$ cat src/common/srcr_pkg.sv
// Package of constants and types for the start/reset command block
package srcr_pkg;
  // ----------------------------------------------------------------
  // Register map
  // ----------------------------------------------------------------
  localparam logic [15:0] SRCR_ADDR_CMD = 16'h0003;
  localparam logic [15:0] SRCR_PTR_RESET = 16'h0000;
  localparam logic [15:0] SRCR_RSVD_MASK = 16'hf100;
  // ----------------------------------------------------------------
  // Command bit positions
  // ----------------------------------------------------------------
  localparam int SRCR_B_SOFT_REINIT = 0;
  localparam int SRCR_B_LAUNCH = 1;
  localparam int SRCR_B_IRQ_CLEAR = 2;
  localparam int SRCR_B_TT_ZERO = 3;
  localparam int SRCR_B_TT_STEP = 4;
  localparam int SRCR_B_HALT_FRAME = 5;
  localparam int SRCR_B_HALT_MSG = 6;
  localparam int SRCR_B_PROTO_ST = 7;
  localparam int SRCR_B_MEM_ST = 9;
  localparam int SRCR_B_ST_CLEAR = 10;
  localparam int SRCR_B_RT_ONLINE = 11;
  // Time tag resolution code that selects software stepping
  localparam logic [2:0] SRCR_TT_SW_STEP = 3'h6;
  // ----------------------------------------------------------------
  // Operating modes
  // ----------------------------------------------------------------
  typedef enum logic [1:0] {
    SRCR_MODE_BC = 2'h0,
    SRCR_MODE_RT = 2'h1,
    SRCR_MODE_MT = 2'h2
  } srcr_mode_t;
  // Auto online restore state machine
  typedef enum logic [1:0] {
    SRCR_ST_IDLE = 2'h0,
    SRCR_ST_OFFLINE = 2'h1,
    SRCR_ST_TESTING = 2'h2
  } srcr_state_t;
endpackage : srcr_pkg

$ cat src/core/srcr_strobe.sv
// Write decoder that turns one command word into single cycle strobes
`timescale 1ns/100ps
module srcr_strobe #(
  parameter int WIDTH = 16
) (
  input wire logic mclk,
  input wire logic rst_n,
  input wire logic wr_en,
  input wire logic [WIDTH-1:0] wr_data,
  output logic [WIDTH-1:0] strobe
);
  typedef struct packed {
    logic [WIDTH-1:0] strobe;
  } srcr_sb_t;
  srcr_sb_t s_q;
  srcr_sb_t s_d;

  // ----------------------------------------------------------------
  // One pulse per written one, reserved bits masked
  // ----------------------------------------------------------------
  always_comb begin
    s_d.strobe = '0;
    if (wr_en) begin
      s_d.strobe = wr_data & ~WIDTH'(srcr_pkg::SRCR_RSVD_MASK);
    end
  end

  // Strobe register, no command state kept
  always_ff @(posedge mclk or negedge rst_n) begin
    if (!rst_n) begin
      s_q <= '0;
    end else begin
      s_q <= s_d;
    end
  end

  assign strobe = s_q.strobe;
endmodule // srcr_strobe

$ cat src/core/srcr_cmd_reg.sv
// Shared address block: pointer read and one shot command write
`timescale 1ns/100ps
module srcr_cmd_reg #(
  parameter int WIDTH = 16
) (
  input wire logic mclk,
  input wire logic rst_n,
  input wire logic [15:0] host_addr,
  input wire logic host_rd,
  input wire logic host_wr,
  input wire logic [WIDTH-1:0] host_wdata,
  output logic [WIDTH-1:0] host_rdata,
  input wire logic [1:0] op_mode,
  input wire logic enhanced_bc,
  input wire logic [2:0] timetag_res,
  input wire logic offline_after_selftest,
  input wire logic selftest_mc_rx,
  input wire logic selftest_done,
  input wire logic stack_ptr_load,
  input wire logic [WIDTH-1:0] stack_ptr_val,
  input wire logic [WIDTH-1:0] instr_list_ptr,
  input wire logic irq_level_mode,
  input wire logic irq_event,
  output logic irq_n,
  output logic rt_offline,
  output logic rt_online_restore,
  output logic selftest_result_clear,
  output logic memory_selftest_go,
  output logic protocol_selftest_go,
  output logic halt_at_message_end,
  output logic monitor_stop,
  output logic halt_at_frame_end,
  output logic timetag_step,
  output logic timetag_zero,
  output logic irq_status_clear,
  output logic controller_monitor_launch,
  output logic soft_reinit
);
  typedef struct packed {
    logic [WIDTH-1:0] stack_ptr;
    logic [WIDTH-1:0] rdata;
    srcr_pkg::srcr_state_t st;
    logic irq_pend;
  } srcr_cr_t;
  srcr_cr_t r_q;
  srcr_cr_t r_d;
  logic [WIDTH-1:0] strobe;
  logic is_bc;
  logic is_mt;
  logic is_rt;
  logic sel;

  // ----------------------------------------------------------------
  // Command write decode
  // ----------------------------------------------------------------
  assign sel = (host_addr == srcr_pkg::SRCR_ADDR_CMD);

  // Write only command path, reserved bits dropped
  srcr_strobe #(
    .WIDTH(WIDTH)
  ) u_strobe (
    .mclk(mclk),
    .rst_n(rst_n),
    .wr_en(host_wr && sel),
    .wr_data(host_wdata),
    .strobe(strobe)
  );

  assign is_bc = (op_mode == 2'(srcr_pkg::SRCR_MODE_BC));
  assign is_mt = (op_mode == 2'(srcr_pkg::SRCR_MODE_MT));
  assign is_rt = (op_mode == 2'(srcr_pkg::SRCR_MODE_RT));

  // ----------------------------------------------------------------
  // Strobes routed to their targets
  // ----------------------------------------------------------------
  assign selftest_result_clear = strobe[srcr_pkg::SRCR_B_ST_CLEAR];
  assign memory_selftest_go = strobe[srcr_pkg::SRCR_B_MEM_ST];
  assign protocol_selftest_go = strobe[srcr_pkg::SRCR_B_PROTO_ST];
  assign halt_at_message_end = strobe[srcr_pkg::SRCR_B_HALT_MSG] && is_bc;
  assign monitor_stop = strobe[srcr_pkg::SRCR_B_HALT_MSG] && is_mt;
  assign halt_at_frame_end = strobe[srcr_pkg::SRCR_B_HALT_FRAME] && is_bc;
  assign timetag_step = strobe[srcr_pkg::SRCR_B_TT_STEP]
    && (timetag_res == srcr_pkg::SRCR_TT_SW_STEP);
  assign timetag_zero = strobe[srcr_pkg::SRCR_B_TT_ZERO];
  assign irq_status_clear = strobe[srcr_pkg::SRCR_B_IRQ_CLEAR];
  assign controller_monitor_launch = strobe[srcr_pkg::SRCR_B_LAUNCH]
    && (is_bc || is_mt);
  assign soft_reinit = strobe[srcr_pkg::SRCR_B_SOFT_REINIT];

  // ----------------------------------------------------------------
  // Next state
  // ----------------------------------------------------------------
  always_comb begin
    r_d = r_q;
    // Stack pointer follows the engine, cleared by soft reset
    if (soft_reinit) begin
      r_d.stack_ptr = WIDTH'(srcr_pkg::SRCR_PTR_RESET);
    end else if (stack_ptr_load) begin
      r_d.stack_ptr = stack_ptr_val;
    end
    // Read data captured on a read of the shared address
    if (host_rd && sel) begin
      if (is_bc && enhanced_bc) begin
        r_d.rdata = instr_list_ptr;
      end else begin
        r_d.rdata = r_q.stack_ptr;
      end
    end
    // Offline and restore sequence
    case (r_q.st)
      srcr_pkg::SRCR_ST_IDLE: begin
        if (is_rt && offline_after_selftest && selftest_mc_rx) begin
          r_d.st = srcr_pkg::SRCR_ST_OFFLINE;
        end
      end
      srcr_pkg::SRCR_ST_OFFLINE: begin
        if (strobe[srcr_pkg::SRCR_B_RT_ONLINE]) begin
          r_d.st = srcr_pkg::SRCR_ST_IDLE;
        end else if (protocol_selftest_go) begin
          r_d.st = srcr_pkg::SRCR_ST_TESTING;
        end
      end
      srcr_pkg::SRCR_ST_TESTING: begin
        if (selftest_done || strobe[srcr_pkg::SRCR_B_RT_ONLINE]) begin
          r_d.st = srcr_pkg::SRCR_ST_IDLE;
        end
      end
      default: begin
        r_d.st = srcr_pkg::SRCR_ST_IDLE;
      end
    endcase
    if (soft_reinit) begin
      r_d.st = srcr_pkg::SRCR_ST_IDLE;
    end
    // Level interrupt held until status cleared or soft reinit; new event wins
    if (irq_event) begin
      r_d.irq_pend = 1'b1;
    end else if (irq_status_clear || soft_reinit) begin
      r_d.irq_pend = 1'b0;
    end
  end

  // ----------------------------------------------------------------
  // State register
  // ----------------------------------------------------------------
  always_ff @(posedge mclk or negedge rst_n) begin
    if (!rst_n) begin
      r_q.stack_ptr <= WIDTH'(srcr_pkg::SRCR_PTR_RESET);
      r_q.rdata <= WIDTH'(srcr_pkg::SRCR_PTR_RESET);
      r_q.st <= srcr_pkg::SRCR_ST_IDLE;
      r_q.irq_pend <= 1'b0;
    end else begin
      r_q <= r_d;
    end
  end

  // ----------------------------------------------------------------
  // Outputs
  // ----------------------------------------------------------------
  assign host_rdata = r_q.rdata;
  assign rt_offline = (r_q.st != srcr_pkg::SRCR_ST_IDLE);
  // Online strobe when leaving offline state
  assign rt_online_restore = rt_offline && (r_d.st == srcr_pkg::SRCR_ST_IDLE);
  // Level mode holds low; pulse mode left to the interrupt block
  assign irq_n = !(irq_level_mode && r_q.irq_pend);
endmodule // srcr_cmd_reg

$ cat config.mk
export PLATFORM = sky130hd
export DESIGN_NAME = srcr_cmd_reg
export DESIGN_NICKNAME = d
export VERILOG_FILES = /design/src/common/srcr_pkg.sv /design/src/core/srcr_strobe.sv /design/src/core/srcr_cmd_reg.sv
export SDC_FILE = /design/constraint.sdc
export NUM_CORES = 1
export LEC_CHECK = 0
export CORE_ASPECT_RATIO = 0.5
export CORE_MARGIN = 10
export CORE_UTILIZATION = 60
export DETAILED_ROUTE_END_ITERATION = 16
export DONT_BUFFER_PORTS = 1
export HOLD_SLACK_MARGIN = 0.05
export PLACE_DENSITY = 0.84
export SLEW_MARGIN = 20
export SYNTH_ARGS = -nofsm -noshare
export SYNTH_HDL_FRONTEND = slang
export SYNTH_HIERARCHICAL = 1
export SYNTH_SLANG_ARGS = --single-unit
$ cat constraint.sdc
create_clock -name mclk -period 2.31 [get_ports mclk]
set_input_delay 0.462 -clock mclk [delete_from_list [all_inputs] [get_ports mclk]]
set_output_delay 0.462 -clock mclk [all_outputs]
set_load 0.01 [all_outputs]
==> results.py, run 1 <==
metrics = {
    "run_status": {
        "status": "complete, no violations",
    },
    "critical_path": {
        "critPathKind": "input port to register",
        "critPathSlowestCell": "or4_4",
        "critPathCaptureType": "register",
        "worst_path_largest_cell_delay_ns": 0.53,
        "arrival_ns": 1.88,
        "cp_num_buf_inv": 1,
        "crit_path_cell_trace": "or4_4 > nor4_4 > nand4_4 > buf_4 > mux2_1",
        "crit_fanout": 16,
        "start_kind": "input port",
        "cp_data_required_time_ns": 2.48,
        "critPathTopFamily": "simple AND/OR/NAND/NOR gates",
    },
    "floorplan": {
        "coreArea_mm2": 0.003510,
        "num_io_pins": 110,
        "die_w_um": 106.4,
        "dieArea_mm2": 0.006728,
        "die_h_um": 63.22,
        "num_rows": 15,
        "start_util_pct": 63.85,
    },
    "clocking": {
        "htree_levels": 2,
        "numCtsBuffers": 5,
        "clock-sinks": 46,
        "path_clk_slew_ns": 0.08,
        "postCtsSetupRepairBufs": 0,
        "clockBufferDepth": 2,
        "cts_tree": "built",
        "ctsResizeCount": 0,
        "clock-root-buffer": "clkbuf_8",
        "insertion_delay_ns": 0.29,
    },
    "place": {
        "port_buffers": 0,
        "placed_cell_area_mm2": 0.002160,
        "gp_congestion": 0.7114,
        "place_hpwl_um": 3751,
    },
    "finish": {
        "drive_gt1_share_pct": 16.57,
        "antennaDiodeCount": 0,
        "num-fill-cells": 281,
        "stdcell_area_mm2": 0.002306,
        "final_util_pct": 65.70,
        "area_growth_pct": 2.903,
        "final_nets": 248,
    },
    "sta": {
        "skew_ns": 0.009241,
        "finalMaxSlewViolations": 0,
        "relSlewSlack_pct": 76.24,
        "tightest_slew_ns": 0.3534,
        "whs_ns": 0.2783,
        "setup_viol": 0,
        "final-hold-violation-count": 0,
        "fin_tns_setup_ns": 0,
        "fin_crit_sh_pct": 73.98,
        "period_needed_ns": 1.709,
        "rsz0062_at_grt": "no",
        "fmax_mhz": 585.2,
    },
    "power": {
        "internal-power_mw": 1.202,
        "power_density_mw_per_mm2": 659.8,
        "p_leak_nw": 1.146,
        "p_seq_share_pct": 55.6,
        "ir_drop_mv": 0.3723,
        "p_comb_share_pct": 6.3,
        "power_frac_clock_pct": 38.1,
        "swShare_pct": 21.02,
        "p_switching_mw": 0.3198,
    },
    "grt": {
        "gr-usage-all-layers_pct": 14.26,
        "antenna_found_initial": 0,
        "grt_max_degree": 47,
        "overflow": 0,
        "grt_pass1_wl_um": 7638,
        "grt_pass1_vias": 1433,
    },
    "yosys": {
        "ys_warn_count": 6,
        "syn_area_per_cell_um2": 12.45,
        "synth_nets": 260,
        "syn_area_mm2": 0.002241,
        "synthCells": 180,
    },
    "flow_run": {
        "cap_violations": 0,
    },
    "min_path": {
        "hold_path_class": "input port to register",
    },
    "route": {
        "drc": 0,
        "vias": 1256,
        "wire_per_inst_um": 21.45,
        "ant_nets": 0,
        "drt-total-wl_um": 4720,
        "drt_iter0_drc": 44,
        "drt_first_pass_iters": 4,
        "via_per_inst": 5.709,
    },
}
[cell type report]
type                            instances  area (um^2)  share of cell area [%]
Timing Repair Buffer                    5        60.06                   2.604
Clock inverter                          3        40.04                   1.736
Sequential cell                        46         1151                   49.92
Multi-Input combinational cell        108        914.6                   39.66
Inverter                                2        7.507                  0.3256
Clock buffer                            5        68.82                   2.984
Tap cell                               51        63.81                   2.767
[through the flow]
| step | worst slack [ns] | std cells | power (mW) |
|---|---|---|---|
| 3_5_place_dp | 0.2908 | 210 | 0.9377 |
| 6_report | 0.6010 | 220 | 1.521 |
| 5_1_grt | 0.5106 | 220 | 1.594 |
| 3_3_place_gp | 0.2949 | 210 | 0.9324 |
| 4_1_cts | 0.6003 | 220 | 1.542 |
| 2_1_floorplan | 0.3276 | 180 | 0.9296 |
[power by group through the flow]
stage               sequential, mW  clock (mW)  combinational [mW]
detailed placement           0.862           0              0.0753
global route                 0.850       0.634               0.111
finish                       0.846       0.579              0.0966
global placement             0.861           0              0.0712
floorplan                    0.858           0              0.0720
CTS                          0.846       0.596              0.0997
[placed cells by master (no fill, tap or decap), drive strengths merged, types with 3 or more instances in the layout]
cell type	instances
clkbuf	5
a21oi	3
nor2	25
nand2	5
buf	4
nor4	3
mux2	32
dfrtp	46
and2	14
mux2i	16
[path summary, 6_finish.rpt]
check | from | endpoint | slack [ns] | cells past startpoint
worst min register to register | r_q[23] | r_q[23] | 0.52 | 2
max in group asynchronous | rst_n | r_q[25] | 1.44 | 2
worst max register to register | u_strobe/strobe[0] | r_q[0] | 1.22 | 3
worst min-delay path | irq_event | r_q[0] | 0.28 | 1
min in group asynchronous | rst_n | r_q[24] | 0.67 | 2
worst max-delay path | host_addr[2] | host_rdata[1] | 0.60 | 5
[what timing repair did]
action | in CTS | in global routing
endpoints found under the setup margin | 0 | 0
hold buffers | 2 | 0
hold endpoints to repair | 46 | 0
[worst register-to-register path, stage by stage (launching register included)]
cell,delay [ns]
dfrtp_1,0.37
buf_4,0.27
nor3b_1,0.08
or2_2,0.27
[registers in the layout (all words and copies together) (netlist names)]
signal,flops
host_rdata,16
u_strobe/strobe,11
r_q,19
[routing by layer]
metal  vias to the layer above  part of all wire, %  track usage (%)
met5                         -                    0                0
met4                         0                 0.78            4.530
met3                         2                   11            7.302
met2                        66                   49            23.85
met1                       624                   39            15.42
li1                        564                    -                -
Note: power is estimated with default switching activity, not from simulation.
==> inputs of run 2 (changes only) <==
--- a/config.mk
+++ b/config.mk
@@ -5,6 +5,7 @@
 export SDC_FILE = /design/constraint.sdc
 export NUM_CORES = 1
 export LEC_CHECK = 0
+export ABC_AREA = 1
 export CORE_ASPECT_RATIO = 0.5
 export CORE_MARGIN = 10
 export CORE_UTILIZATION = 60
==> constraint.sdc (replaced) <==
create_clock -name mclk -period 1.7 [get_ports mclk]
set_input_delay 0.34 -clock mclk [delete_from_list [all_inputs] [get_ports mclk]]
set_output_delay 0.34 -clock mclk [all_outputs]
set_load 0.01 [all_outputs]
==> results.py, run 2 <==
metrics = {
    "run_status": {
        "status": "complete, no violations",
    },
    "place": {
        "port_buffers": 0,
        "place_hpwl_um": 4557,
        "placed_cell_area_mm2": 0.002277,
        "place_inst": 323,
        "gp_congestion": 0.8890,
        "dpl_worst_slack_ns": 0.2886,
    },
    "route": {
        "drc": 0,
        "drt-total-wl_um": 5928,
        "drt_iter0_drc": 134,
        "vias": 1829,
        "wire_per_inst_um": 17.75,
        "via_per_inst": 5.476,
        "drt_first_pass_iters": 4,
        "ant_nets": 0,
    },
    "clocking": {
        "insertion_delay_ns": 0.29,
        "numCtsBuffers": 5,
        "clock-sinks": 46,
        "clock-root-buffer": "clkbuf_8",
        "path_clk_slew_ns": 0.08,
        "clockBufferDepth": 2,
        "cts_tree": "built",
        "htree_levels": 2,
    },
    "sta": {
        "fin_crit_sh_pct": 94.55,
        "final-hold-violation-count": 0,
        "rsz0062_at_grt": "no",
        "fin_ws_ns": 0.09264,
        "whs_ns": 0.1398,
        "period_needed_ns": 1.607,
        "fmax_mhz": 622.1,
        "tightest_slew_ns": 0.6633,
        "finalMaxSlewViolations": 0,
        "fin_tns_setup_ns": 0,
        "relSlewSlack_pct": 55.78,
        "setup_viol": 0,
        "skew_ns": 0.006010,
    },
    "floorplan": {
        "num_rows": 16,
        "num_io_pins": 110,
        "dieArea_mm2": 0.007091,
        "coreArea_mm2": 0.003884,
        "die_w_um": 109.5,
        "die_h_um": 64.76,
        "start_util_pct": 61.89,
    },
    "finish": {
        "area_growth_pct": 0.2082,
        "stdcell_count": 334,
        "final_util_pct": 62.02,
        "final_cell_mix": "87 x nand2_1, 46 x dfrtp_1, 36 x inv_1, 33 x nand3_1, 16 x nand4_1",
        "final_common_cell": "nand2_1",
        "num-fill-cells": 346,
        "regMostFlops": "r_q",
        "stdcell_area_mm2": 0.002409,
        "largest_reg_flops": 19,
        "final_nets": 358,
        "drive_gt1_share_pct": 11.11,
    },
    "critical_path": {
        "crit_fanout": 4,
        "cp_data_required_time_ns": 1.36,
        "critPathCaptureType": "output port",
        "critPathSlowestCell": "dfrtp_1",
        "worstReg2RegStart": "u_strobe/strobe[0]",
        "crit_start": "r_q[2]",
        "critPathKind": "register to output port",
        "arrival_ns": 1.27,
        "start_kind": "register",
        "ff2ff_setup_slack_ns": 0.32,
        "crit_path_cell_trace": "or2_2 > o21ai_0 > nor2_1",
        "r2r-end": "r_q[32]",
        "worst_path_largest_cell_delay_ns": 0.42,
        "ff2ff_path_depth": 2,
    },
    "grt": {
        "grt_use_met2_pct": 28.99,
        "grt.busiest_layer": "met2",
        "met3_usage_pct": 6.016,
        "grtUsageMet1_pct": 18.66,
        "gr-usage-all-layers_pct": 16.70,
        "grt_max_degree": 47,
        "grt_pass1_vias": 1946,
        "antenna_found_initial": 1,
        "overflow": 0,
        "grt_pass1_wl_um": 9439,
    },
    "power": {
        "total_power_mw": 2.035,
        "p_leak_nw": 1.327,
        "ir_drop_mv": 0.5124,
        "power_density_mw_per_mm2": 845.0,
    },
    "yosys": {
        "synth_nets": 376,
        "syn_area_per_cell_um2": 8.120,
        "ys_warn_count": 6,
        "syn_area_mm2": 0.002404,
        "synthCells": 296,
    },
    "min_path": {
        "whs_endpoint": "u_strobe/strobe[7]",
        "hold_path_class": "input port to register",
        "hp-start": "host_wdata[7]",
        "whs_path_depth": 2,
    },
    "flow_run": {
        "cap_violations": 0,
    },
}
run 2: timing repair:
item / in CTS / in global routing
hold endpoints to repair: 46 / 0
setup endpoints to repair: 0 / 0
hold buffers: 2 / 0
setup buffers: 0 / 0
gates resized for setup: 0 / 0
run 2: area by class of cell:
type                       instances  area [um^2]  area share, %
sequential                        46         1151          47.79
multi-input combinational        182        889.6          36.94
inverter                          37        138.9          5.766
clock buffer                       7        86.33          3.584
timing repair buffer               6        67.56          2.805
tap                               54        67.56          2.805
clock inverter                     1        5.005         0.2078
antenna                            1        2.502         0.1039
run 2: layer usage:
| metal | wire [um] | up-vias |
|---|---|---|
| met2 | 3004 | 85 |
| met5 | 0 | - |
| met3 | 545 | 11 |
| met4 | 129 | 0 |
| li1 | - | 885 |
| met1 | 2249 | 848 |
run 2: critical path, delay by kind of cell, from the launching register on:
family / cells / cell delay, ns
DFF: 1 / 0.42
AOI/OAI and AO/OA: 1 / 0.10
and+or+nand+nor: 2 / 0.46
run 2: power breakdown:
group / internal [mW] / switching, mW
clock: 0.328 / 0.350
sequential: 1.13 / 0.0258
combinational: 0.0735 / 0.125
run 2: worst max path at each step:
| stage | end | slack (ns) |
|---|---|---|
| after CTS | rt_online_restore | 0.08 |
| after global routing | rt_online_restore | 0.004 |
| after floorplan | rt_online_restore | 0.43 |
| after detailed placement | r_q[32] | 0.29 |
| after global placement | r_q[30] | 0.37 |
| final | rt_online_restore | 0.09 |
